File: src/rtl/pwr_mode_defines.vh
/*
 * Constants for the wait/stop power mode controller: state codes, clock
 * source codes, clock output selections, wake source bit positions.
 * Assumes inclusion by bare name from the rtl/ directory.
 */
`ifndef PWR_MODE_DEFINES_VH
`define PWR_MODE_DEFINES_VH

`define ST_NORMAL 2'h0
`define ST_WAIT 2'h1
`define ST_STOP 2'h2

`define CLK_MAIN 2'h0
`define CLK_SUB 2'h1
`define CLK_OCO 2'h2
`define CLK_PLL 2'h3

`define CKO_PORT 3'h0
`define CKO_SUB 3'h1
`define CKO_F8 3'h2
`define CKO_F32 3'h3
`define CKO_F1 3'h4

`define PRIO_OFF 3'h0

// Wake source indices
`define WK_KEY 0
`define WK_PIN 1
`define WK_SER 2
`define WK_ADC 3
`define WK_TMR 4
`define WK_VDD 5
`define WK_NUM 6

`endif

File: src/rtl/pin_sync2.v
/*
 * Two flip-flop synchroniser for a bus of asynchronous levels.
 * Assumes the destination clock is i_sys_clk.
 */
`timescale 1ns/1ps
module pin_sync2 #(
    parameter WIDTH = 1
) (
    input wire i_sys_clk,
    input wire i_rst,
    input wire [WIDTH-1:0] i_async,
    output wire [WIDTH-1:0] o_sync
);
    reg [WIDTH-1:0] meta_ff;
    reg [WIDTH-1:0] sync_ff;

    always @(posedge i_sys_clk) begin
        if (i_rst) begin
            meta_ff <= {WIDTH{1'b0}};
            sync_ff <= {WIDTH{1'b0}};
        end else begin
            meta_ff <= i_async;
            sync_ff <= meta_ff;
        end
    end

    assign o_sync = sync_ff;
endmodule // pin_sync2

File: src/rtl/pwr_mode_ctrl.v
/*
 * Wait/stop power mode controller: gates CPU, watchdog and peripheral
 * clocks, freezes I/O pins, freezes the clock output in stop and in gated wait unless it selects sub, restores the CPU clock
 * source on wake. Assumes CPU and interrupt controller run on i_sys_clk;
 * NMI and wake requests may be asynchronous and are synchronised here.
 */
`timescale 1ns/1ps
`include "pwr_mode_defines.vh"
module pwr_mode_ctrl #(
    parameter NSRC = `WK_NUM,
    parameter NPINS = 8
) (
    input wire i_sys_clk,
    input wire i_rst,
    input wire i_clk_en,
    input wire i_wait_instr,
    input wire i_all_clock_stop_wr,
    input wire [1:0] i_cpu_clk_src,
    input wire i_cpu_div8_select,
    input wire i_main_osc_high_drive,
    input wire i_wdt_osc_source_select,
    input wire i_periph_clk_stop_in_wait,
    input wire i_global_int_enable,
    input wire [NSRC*3-1:0] i_interrupt_priority_level,
    input wire [2:0] i_clk_out_select,
    input wire i_ser_ext_clk,
    input wire i_adc_single_mode,
    input wire i_tmr_ext_or_sub32,
    input wire i_nmi_n,
    input wire [NSRC-1:0] i_periph_irq,
    input wire [NPINS-1:0] i_port_out,
    input wire [NPINS-1:0] i_port_dir,
    input wire i_sub_clk,
    input wire i_f1,
    input wire i_f8,
    input wire i_f32,
    output reg o_in_wait,
    output reg o_in_stop,
    output reg o_cpu_clk_en,
    output reg o_wdt_clk_en,
    output reg o_periph_clk_en,
    output reg o_sub_div32_en,
    output reg o_main_osc_en,
    output reg o_sub_osc_en,
    output reg o_oco_en,
    output reg o_pll_osc_en,
    output reg [1:0] o_cpu_clk_src,
    output reg o_cpu_div8_select,
    output reg o_main_osc_high_drive,
    output reg o_wake_irq,
    output reg [NPINS-1:0] o_port_out,
    output reg [NPINS-1:0] o_port_dir,
    output reg o_clock_output_pin
);
    // ==========================================================
    // Input synchronisers
    // ==========================================================
    wire [NSRC+4:0] async_bus;
    wire [NSRC+4:0] sync_bus;
    wire nmi_s;
    wire [NSRC-1:0] irq_s;
    wire sub_s;
    wire f1_s;
    wire f8_s;
    wire f32_s;

    assign async_bus = {i_f32, i_f8, i_f1, i_sub_clk, ~i_nmi_n, i_periph_irq};

    pin_sync2 #(
        .WIDTH(NSRC + 5)
    ) u_sync (
        .i_sys_clk(i_sys_clk),
        .i_rst(i_rst),
        .i_async(async_bus),
        .o_sync(sync_bus)
    );

    assign irq_s = sync_bus[NSRC-1:0];
    assign nmi_s = sync_bus[NSRC];
    assign sub_s = sync_bus[NSRC+1];
    assign f1_s = sync_bus[NSRC+2];
    assign f8_s = sync_bus[NSRC+3];
    assign f32_s = sync_bus[NSRC+4];

    // ==========================================================
    // Wake qualification
    // ==========================================================
    reg [1:0] state_ff;
    wire periph_wake;

    wake_qualify #(
        .NSRC(NSRC)
    ) u_wake (
        .i_in_stop(state_ff == `ST_STOP),
        .i_periph_clk_stop_in_wait(i_periph_clk_stop_in_wait),
        .i_global_int_enable(i_global_int_enable),
        .i_interrupt_priority_level(i_interrupt_priority_level),
        .i_req(irq_s),
        .i_ser_ext_clk(i_ser_ext_clk),
        .i_adc_single_mode(i_adc_single_mode),
        .i_tmr_ext_or_sub32(i_tmr_ext_or_sub32),
        .o_wake(periph_wake)
    );

    // ==========================================================
    // Mode state machine
    // ==========================================================
    reg [1:0] nxt_state;
    reg [1:0] saved_src_ff;
    reg wake;
    reg [1:0] nxt_src;
    reg nxt_div8;
    reg nxt_hdrv;

    always @* begin
        wake = nmi_s | periph_wake;
        nxt_state = state_ff;
        nxt_src = o_cpu_clk_src;
        nxt_div8 = o_cpu_div8_select;
        nxt_hdrv = o_main_osc_high_drive;
        case (state_ff)
            `ST_NORMAL: begin
                nxt_src = i_cpu_clk_src;
                nxt_div8 = i_cpu_div8_select;
                nxt_hdrv = i_main_osc_high_drive;
                if (i_all_clock_stop_wr) begin
                    nxt_state = `ST_STOP;
                    nxt_div8 = 1'b1;
                    nxt_hdrv = 1'b1;
                end else if (i_wait_instr) begin
                    nxt_state = `ST_WAIT;
                end
            end
            `ST_WAIT: begin
                if (wake) begin
                    nxt_state = `ST_NORMAL;
                    nxt_src = saved_src_ff;
                end
            end
            `ST_STOP: begin
                if (wake) begin
                    nxt_state = `ST_NORMAL;
                    // Saved source returns with divide-by-8 select set, whatever the source
                    nxt_src = saved_src_ff;
                    nxt_div8 = 1'b1;
                end
            end
            default: begin
                nxt_state = `ST_NORMAL;
            end
        endcase
    end

    always @(posedge i_sys_clk) begin
        if (i_rst) begin
            state_ff <= `ST_NORMAL;
            saved_src_ff <= `CLK_MAIN;
            o_cpu_clk_src <= `CLK_MAIN;
            o_cpu_div8_select <= 1'b1;
            o_main_osc_high_drive <= 1'b1;
            o_wake_irq <= 1'b0;
        end else if (i_clk_en) begin
            state_ff <= nxt_state;
            o_cpu_clk_src <= nxt_src;
            o_cpu_div8_select <= nxt_div8;
            o_main_osc_high_drive <= nxt_hdrv;
            if (state_ff == `ST_NORMAL && nxt_state != `ST_NORMAL) begin
                saved_src_ff <= i_cpu_clk_src;
            end
            o_wake_irq <= (state_ff != `ST_NORMAL) && (nxt_state == `ST_NORMAL) && ~nmi_s;
        end
    end

    // ==========================================================
    // Clock gating and pin hold
    // ==========================================================
    wire next_wait;
    wire next_stop;
    wire next_low;
    reg cko_live;

    assign next_wait = (nxt_state == `ST_WAIT);
    assign next_stop = (nxt_state == `ST_STOP);
    assign next_low = next_wait | next_stop;

    always @* begin
        case (i_clk_out_select)
            `CKO_SUB: cko_live = sub_s;
            `CKO_F8: cko_live = f8_s;
            `CKO_F32: cko_live = f32_s;
            `CKO_F1: cko_live = f1_s;
            default: cko_live = 1'b0;
        endcase
    end

    always @(posedge i_sys_clk) begin
        if (i_rst) begin
            o_in_wait <= 1'b0;
            o_in_stop <= 1'b0;
            o_cpu_clk_en <= 1'b1;
            o_wdt_clk_en <= 1'b1;
            o_periph_clk_en <= 1'b1;
            o_sub_div32_en <= 1'b1;
            o_main_osc_en <= 1'b1;
            o_sub_osc_en <= 1'b1;
            o_oco_en <= 1'b1;
            o_pll_osc_en <= 1'b1;
            o_port_out <= {NPINS{1'b0}};
            o_port_dir <= {NPINS{1'b0}};
            o_clock_output_pin <= 1'b0;
        end else if (i_clk_en) begin
            o_in_wait <= next_wait;
            o_in_stop <= next_stop;
            o_cpu_clk_en <= ~next_low;
            o_wdt_clk_en <= ~next_stop & (~next_wait | i_wdt_osc_source_select);
            o_periph_clk_en <= ~next_stop & ~(next_wait & i_periph_clk_stop_in_wait);
            o_sub_div32_en <= ~next_stop;
            // Oscillators stay up in wait, all off in stop
            o_main_osc_en <= ~next_stop;
            o_sub_osc_en <= ~next_stop;
            o_oco_en <= ~next_stop;
            o_pll_osc_en <= ~next_stop;
            if (~next_low) begin
                o_port_out <= i_port_out;
                o_port_dir <= i_port_dir;
            end
            if (next_stop) begin
                o_clock_output_pin <= o_clock_output_pin;
            end else if (next_wait && i_clk_out_select != `CKO_SUB && i_periph_clk_stop_in_wait) begin
                o_clock_output_pin <= o_clock_output_pin;
            end else begin
                o_clock_output_pin <= cko_live;
            end
        end
    end
endmodule // pwr_mode_ctrl

File: src/rtl/wake_qualify.v
/*
 * Qualifies per-source peripheral interrupt requests as wake requests,
 * according to mode (wait or stop), clock-stop-in-wait and source setup.
 * Assumes all inputs already sit in the system clock domain.
 */
`timescale 1ns/1ps
`include "pwr_mode_defines.vh"
module wake_qualify #(
    parameter NSRC = `WK_NUM
) (
    input wire i_in_stop,
    input wire i_periph_clk_stop_in_wait,
    input wire i_global_int_enable,
    input wire [NSRC*3-1:0] i_interrupt_priority_level,
    input wire [NSRC-1:0] i_req,
    input wire i_ser_ext_clk,
    input wire i_adc_single_mode,
    input wire i_tmr_ext_or_sub32,
    output wire o_wake
);
    wire [NSRC-1:0] allowed;
    wire [NSRC-1:0] qual;
    wire restrict_clk;

    // Internal clocks are down in stop, or in wait with gating on
    assign restrict_clk = i_in_stop | i_periph_clk_stop_in_wait;

    assign allowed[`WK_KEY] = 1'b1;
    assign allowed[`WK_PIN] = 1'b1;
    assign allowed[`WK_SER] = ~restrict_clk | i_ser_ext_clk;
    assign allowed[`WK_ADC] = ~restrict_clk & i_adc_single_mode;
    assign allowed[`WK_TMR] = ~restrict_clk | i_tmr_ext_or_sub32;
    assign allowed[`WK_VDD] = i_in_stop | ~i_periph_clk_stop_in_wait;

    genvar g;
    generate
        for (g = 0; g < NSRC; g = g + 1) begin : g_src
            assign qual[g] = i_req[g] & allowed[g] &
                (i_interrupt_priority_level[g*3 +: 3] != `PRIO_OFF);
        end
    endgenerate

    assign o_wake = i_global_int_enable & (|qual);
endmodule // wake_qualify

File: config.mk
export PLATFORM = sky130hd
export DESIGN_NAME = pwr_mode_ctrl
export DESIGN_NICKNAME = d
export VERILOG_FILES = /design/src/rtl/pin_sync2.v /design/src/rtl/pwr_mode_ctrl.v /design/src/rtl/wake_qualify.v
export VERILOG_INCLUDE_DIRS = /design/src /design/src/rtl
export SDC_FILE = /design/constraint.sdc
export NUM_CORES = 1
export LEC_CHECK = 0
export BUFFER_PORTS_ARGS = -buffer_cell sky130_fd_sc_hd__buf_2
export CAP_MARGIN = 10
export CORE_AREA = 2 2 69 71
export CTS_CLUSTER_DIAMETER = 60
export CTS_CLUSTER_SIZE = 14
export DETAILED_ROUTE_END_ITERATION = 8
export DIE_AREA = 0 0 71 73
export PLACE_DENSITY = 0.92
export SETUP_SLACK_MARGIN = 0.4
export SLEW_MARGIN = 20
export SYNTH_ARGS = -nofsm -noshare
export SYNTH_HDL_FRONTEND = slang
export SYNTH_SLANG_ARGS = --single-unit
export TNS_END_PERCENT = 1
File: constraint.sdc
create_clock -name i_sys_clk -period 7.6 [get_ports i_sys_clk]
set_clock_uncertainty 0.15 [all_clocks]
set_input_delay 1.52 -clock i_sys_clk [delete_from_list [all_inputs] [get_ports i_sys_clk]]
set_output_delay 1.52 -clock i_sys_clk [all_outputs]
set_load 0.005 [all_outputs]
### Word-level counts from Yosys, hierarchy flattened

Index checks and enable logic that the tools add are counted.

* register bits: 54
* bits of input ports: 63
* output and inout bits: 32

* eq/ne operators: 11
* muxes and demuxes: 11
* bitwise operators: 31
* reduce and logical (&&, ||, !) cells: 25

Operators with widths (count)
* $reduce_bool 3->1: 6
* $and 1x1->1: 15
* $not 1->1: 9
* $reduce_and 3->1: 3
* $mux 2: 4
* $pmux 2 s2: 2
* $reduce_bool 2->1: 4
* $or 1x1->1: 7
* $eq 3x2->1 const B: 2
* $reduce_and 2->1: 3
* $reduce_or 6->1: 1
* $logic_and 1x1->1: 5
* $eq 2x1->1 const B: 2
* $eq 2x2->1 const B: 2
* $logic_not 2->1: 2
* $pmux 1 s4: 1
* $eq 3x1->1 const B: 1
* $eq 3x3->1 const B: 1
* $mux 1: 3
* $ne 3x1->1 const B: 1
* $ne 2x1->1 const B: 1
* $ne 2x2->1 const B: 1
* $pmux 1 s2: 1
* $reduce_or 2->1: 1

### Depth between registers and ports, before layout

* word-level depth: 16
* gate-level depth with buffers: 15
* gate-level depth less buffers: 15

### Cells and area by module

From an unflattened synthesis, not the netlist that was laid out.

* cell total of the unflattened synthesis: 237
* area, all modules: 2228.4 µm²

Modules (own cells, without submodules)
* pwr_mode_ctrl: instances 1, cells an instance 176, area an instance 1482.7 µm², sequential area each 640.6 µm²
* pin_sync2: instances 1, cells an instance 46, area an instance 640.6 µm², sequential area each 440.4 µm²
* wake_qualify: instances 1, cells an instance 15, area an instance 105.1 µm², sequential area each 0.0 µm²

### Least setup slack after synthesis

Ideal clock, no wire load.

* path type: input -> register
* start point: input i_interrupt_priority_level[16]
* end point: register o_port_dir[1]
* data arrival time: 4.023 ns
* required time: 7.379 ns
* path slack: 3.356 ns
* stages: 11
* path buffers: 1
* cells stage by stage: or3_1 > a32o_1 > o41a_1 > nor2_2 > o21ai_1 > a21o_1 > ha_1 > nor2_1 > clkbuf_1 > nand2_1 > a21oi_1

* cells in the longest elaborated chain, start to end: 11

Ends and longest elaborated chain
* start: declaration: line pwr_mode_ctrl.v:24 `input wire [NSRC*3-1:0] i_interrupt_priority_level,`
* $reduce_bool 3->1 (no line) (*)
* $and 1x1->1 (*): line wake_qualify.v:38 `assign qual[g] = i_req[g] & allowed[g] &`
* $reduce_or 6->1 (*): line wake_qualify.v:43 `assign o_wake = i_global_int_enable & (|qual);`
* $and 1x1->1 (*): line wake_qualify.v:43
* $or 1x1->1 (*): line pwr_mode_ctrl.v:116 `wake = nmi_s | periph_wake;`
* $mux 2 (*): line pwr_mode_ctrl.v:135, pwr_mode_ctrl.v:141
* $pmux 2 s2 (*): line pwr_mode_ctrl.v:121 `case (state_ff)`
* $eq 2x1->1 (no line) / $eq 2x2->1 (equally long branches)
* $or 1x1->1 (*): line pwr_mode_ctrl.v:184 `assign next_low = next_wait | next_stop;`
* $not 1->1 (no line) (*)
* $reduce_and 2->1 (no line) (*)
* end signal: assignment: line pwr_mode_ctrl.v:209 `o_port_dir <= {NPINS{1'b0}};`
* end signal: assignment: line pwr_mode_ctrl.v:225 `o_port_dir <= i_port_dir;`
* end: declaration: line pwr_mode_ctrl.v:52 `output reg [NPINS-1:0] o_port_dir,`

Mark *: on every way between the ends. The rest lies on a longest branch, timed or not.
A chain may end at the register's enable or synchronous reset.

### Final worst setup path

* start point: input i_interrupt_priority_level[16]
* end point: register o_port_out[2]

* cells in the longest elaborated chain, start to end: 11

Ends and longest elaborated chain
* $reduce_bool 3->1 (no line) (*)
* $and 1x1->1 (*): line wake_qualify.v:38
* $reduce_or 6->1 (*): line wake_qualify.v:43
* $and 1x1->1 (*): line wake_qualify.v:43
* $or 1x1->1 (*): line pwr_mode_ctrl.v:116
* $mux 2 (*): line pwr_mode_ctrl.v:135, pwr_mode_ctrl.v:141
* $pmux 2 s2 (*): line pwr_mode_ctrl.v:121
* $eq 2x1->1 (no line) / $eq 2x2->1 (equally long branches)
* $or 1x1->1 (*): line pwr_mode_ctrl.v:184
* $not 1->1 (no line) (*)
* $reduce_and 2->1 (no line) (*)
* end signal: assignment: line pwr_mode_ctrl.v:208 `o_port_out <= {NPINS{1'b0}};`
* end signal: assignment: line pwr_mode_ctrl.v:224 `o_port_out <= i_port_out;`
* end: declaration: line pwr_mode_ctrl.v:51 `output reg [NPINS-1:0] o_port_out,`

Marks and branches as above.

==> flow_summary.json <==
{
  "die_x_um": 71,
  "clockRootBuffer": "clkbuf_8",
  "gp_congestion": 0.736,
  "io_buffers": 94,
  "multi_input_area_um2": 962,
  "fin_crit_ns": 4.48,
  "tightest_slew_ns": 1.01,
  "cp.required_ns": 7.68,
  "ys_warn_count": 0,
  "row_count": 25,
  "insertion_delay_ns": 0.31,
  "core_area_mm2": 0.00454,
  "die_area_mm2": 0.00518,
  "path_clk_slew_ns": 0.10,
  "drive_gt1_share_pct": 33.7,
  "syn_avg_cell_area_um2": 9.01,
  "clockBufferDepth": 2,
  "n_antenna_cell": 0,
  "grt_overflow": 0,
  "cts_buffers": 5,
  "cp-start-kind": "input port",
  "crit_slowest_cell": "nor2_1",
  "grt_max_degree": 57,
  "cts_sinks": 54,
  "r2r_cells": 12,
  "outcome": "complete, no violations",
  "ys_types": 46,
  "cp-end-kind": "register",
  "timing.hold.ws_ns": 0.291,
  "synth_edf_count": 0,
  "fin_nets": 394,
  "synth_area_leaders": "dfxtp_1 50%, nand2_1 6.8%, nor2b_1 6.7%, a21oi_1 6.0%, ha_1 3.5%",
  "yosysTopAreaCell": "dfxtp_1",
  "synth-async-reset-ratio_pct": 0,
  "holdPathStages": 1,
  "synth_ff_type": "dfxtp_1",
  "hold_class": "register to register",
  "postRouteAntennaNets": 0,
  "powerDensity_mw_per_mm2": 212,
  "ioPinCount": 95,
  "cts_resized": 0,
  "timing.slew.headroom_pct": 32.5,
  "synth_nets": 308,
  "track_usage_pct": 18.4,
  "synth_area_mm2": 0.00215,
  "rsz0062_at_grt": "no",
  "synth_cells": 239,
  "syn2layout_area_growth_pct": 25.6,
  "cp_num_buf_inv": 1,
  "regArea_mm2": 0.00108,
  "worst_slack_ns": 3.12,
  "avgRoutedWirePerCell_um": 12.7,
  "power_leakage_uw": 0.00123,
  "drt_wl_total_um": 4830,
  "via_per_inst": 5.05,
  "hold_viol_final": 0,
  "period_share_pct": 58.9,
  "yosysSeqAreaShare_pct": 50.2,
  "grt_pass1_wl_um": 7520,
  "finalMaxSlewViolations": 0,
  "arrival_ns": 4.56,
  "cts_hold_buf": 0,
  "worstSetupPathType": "input port to register",
  "h-tree-depth": 2,
  "antenna_found_initial": 0,
  "cap_violations": 0,
  "cts_tree": "done",
  "grt_pass1_vias": 1745,
  "setup_viol": 0,
  "path_depth": 11,
  "worstPathCellList": "buf_2, or3_1, a32o_1, o41a_1, nor2_2, o21ai_1, a21o_1, ha_1, nor2_1, nand2_1, a21oi_1",
  "nFillCells": 391,
  "synth_top_area_share_pct": 50.2,
  "vdd_ir_drop_max_uv": 133,
  "post-dp-hpwl_um": 3590,
  "synth-seq-cells": 54,
  "path_max_fanout": 17,
  "max_stage_delay_ns": 0.76,
  "crit_family": "simple AND/OR/NAND/NOR gates",
  "initial_core_util_pct": 47.5,
  "fmax_mhz": 223,
  "postCtsSetupRepairBufs": 0,
  "drc_errors": 0,
  "tns_ns": 0,
  "first_pass_iters": 4,
  "drt_iter0_drc": 72,
  "dp_slack_ns": 2.84,
  "utilization_pct": 59.6,
  "fp.dieH_um": 73,
  "num_vias": 1918
}
[power breakdown]
group / internal [µW] / switching [µW]
clock: 66.6 / 95.0
combinational: 47.2 / 53.7
sequential: 303 / 9.18
[per-layer routing]
metal	wire length (µm)	share of wire, %	track usage (%)
met5	0	0	0
met4	106	2.2	6.92
met3	303	6.3	5.39
met2	2450	51	33.0
met1	1970	41	20.7
[stage by stage]
step / power [µW] / instance area (µm²) / cells
3_5_place_dp: 419 / 2610 / 372
6_report: 575 / 2710 / 380
2_1_floorplan: 379 / 2150 / 239
5_1_grt: 603 / 2710 / 380
3_3_place_gp: 414 / 2610 / 372
4_1_cts: 578 / 2710 / 380
[cell usage after synthesis (2+ instances only)]
cell type  number
a221oi_1        2
o22a_1          2
nor3b_1         2
or3_1           2
o31ai_1         3
nand2_1        39
ha_1            6
nor2b_1        23
clkbuf_1        8
buf_4           6
inv_1           7
o21ai_0         5
nor2_1         13
nor3_1          3
mux2i_1         3
dfxtp_1        54
a21oi_1        26
nand2b_1        6
a221o_1         2
[placed cells by master, fill, tap and decap left out, drive strengths merged, types with 2 or more instances in the layout]
master and count:
buf 94, dfxtp 54, nand2 39, a21oi 27, nor2b 23, nor2 14
inv 8, o21ai 7, nand2b 6, ha 6, clkbuf 5, nor3 4
o31ai 3, mux2i 3, or3 2, nor3b 2, a221oi 2, o22a 2
a221o 2, clkinv 2
[worst paths after layout]
check / startpoint / end / slack [ns]
worst max-delay path: i_interrupt_priority_level[16] / o_port_out[2]$_SDFFE_PP0P_ / 3.12
worst min-delay path: u_sync.meta_ff[1]$_SDFF_PP0_ / u_sync.o_sync[1]$_SDFF_PP0_ / 0.29
worst max register to register: state_ff[0]$_SDFFE_PP0P_ / o_port_out[2]$_SDFFE_PP0P_ / 3.87
worst min register to register: u_sync.meta_ff[1]$_SDFF_PP0_ / u_sync.o_sync[1]$_SDFF_PP0_ / 0.29
[sequential cells by signal, indices dropped and copies added, names as in the netlist, 2 cells and up]
name            count
state_ff            2
o_cpu_clk_src       2
u_sync.o_sync      11
saved_src_ff        2
o_port_out          8
u_sync.meta_ff     11
o_port_dir          8
[kinds of logic (layout without fill, tap and decap cells)]
logic type                 count (synthesis)  after routing  synth area share [%]
AOI/OAI and AO/OA                         57             57                  17.4
adders and majority gates                  6              6                  3.49
buffers and inverters                     23            110                  5.11
DFF                                       54             54                  50.2
muxes                                      4              4                  1.92
and+or+nand+nor                           95             95                  21.8
[layout make-up]
cell class,instances,share of cell area [%]
clock inverters,3,0.925
clock buffers,5,2.54
well taps,54,2.50
repair buffers,94,17.4
multi-input cells,162,35.6
flip-flops and latches,54,40.0
inverters,8,1.11
Note: power is estimated with default switching activity, not from simulation.
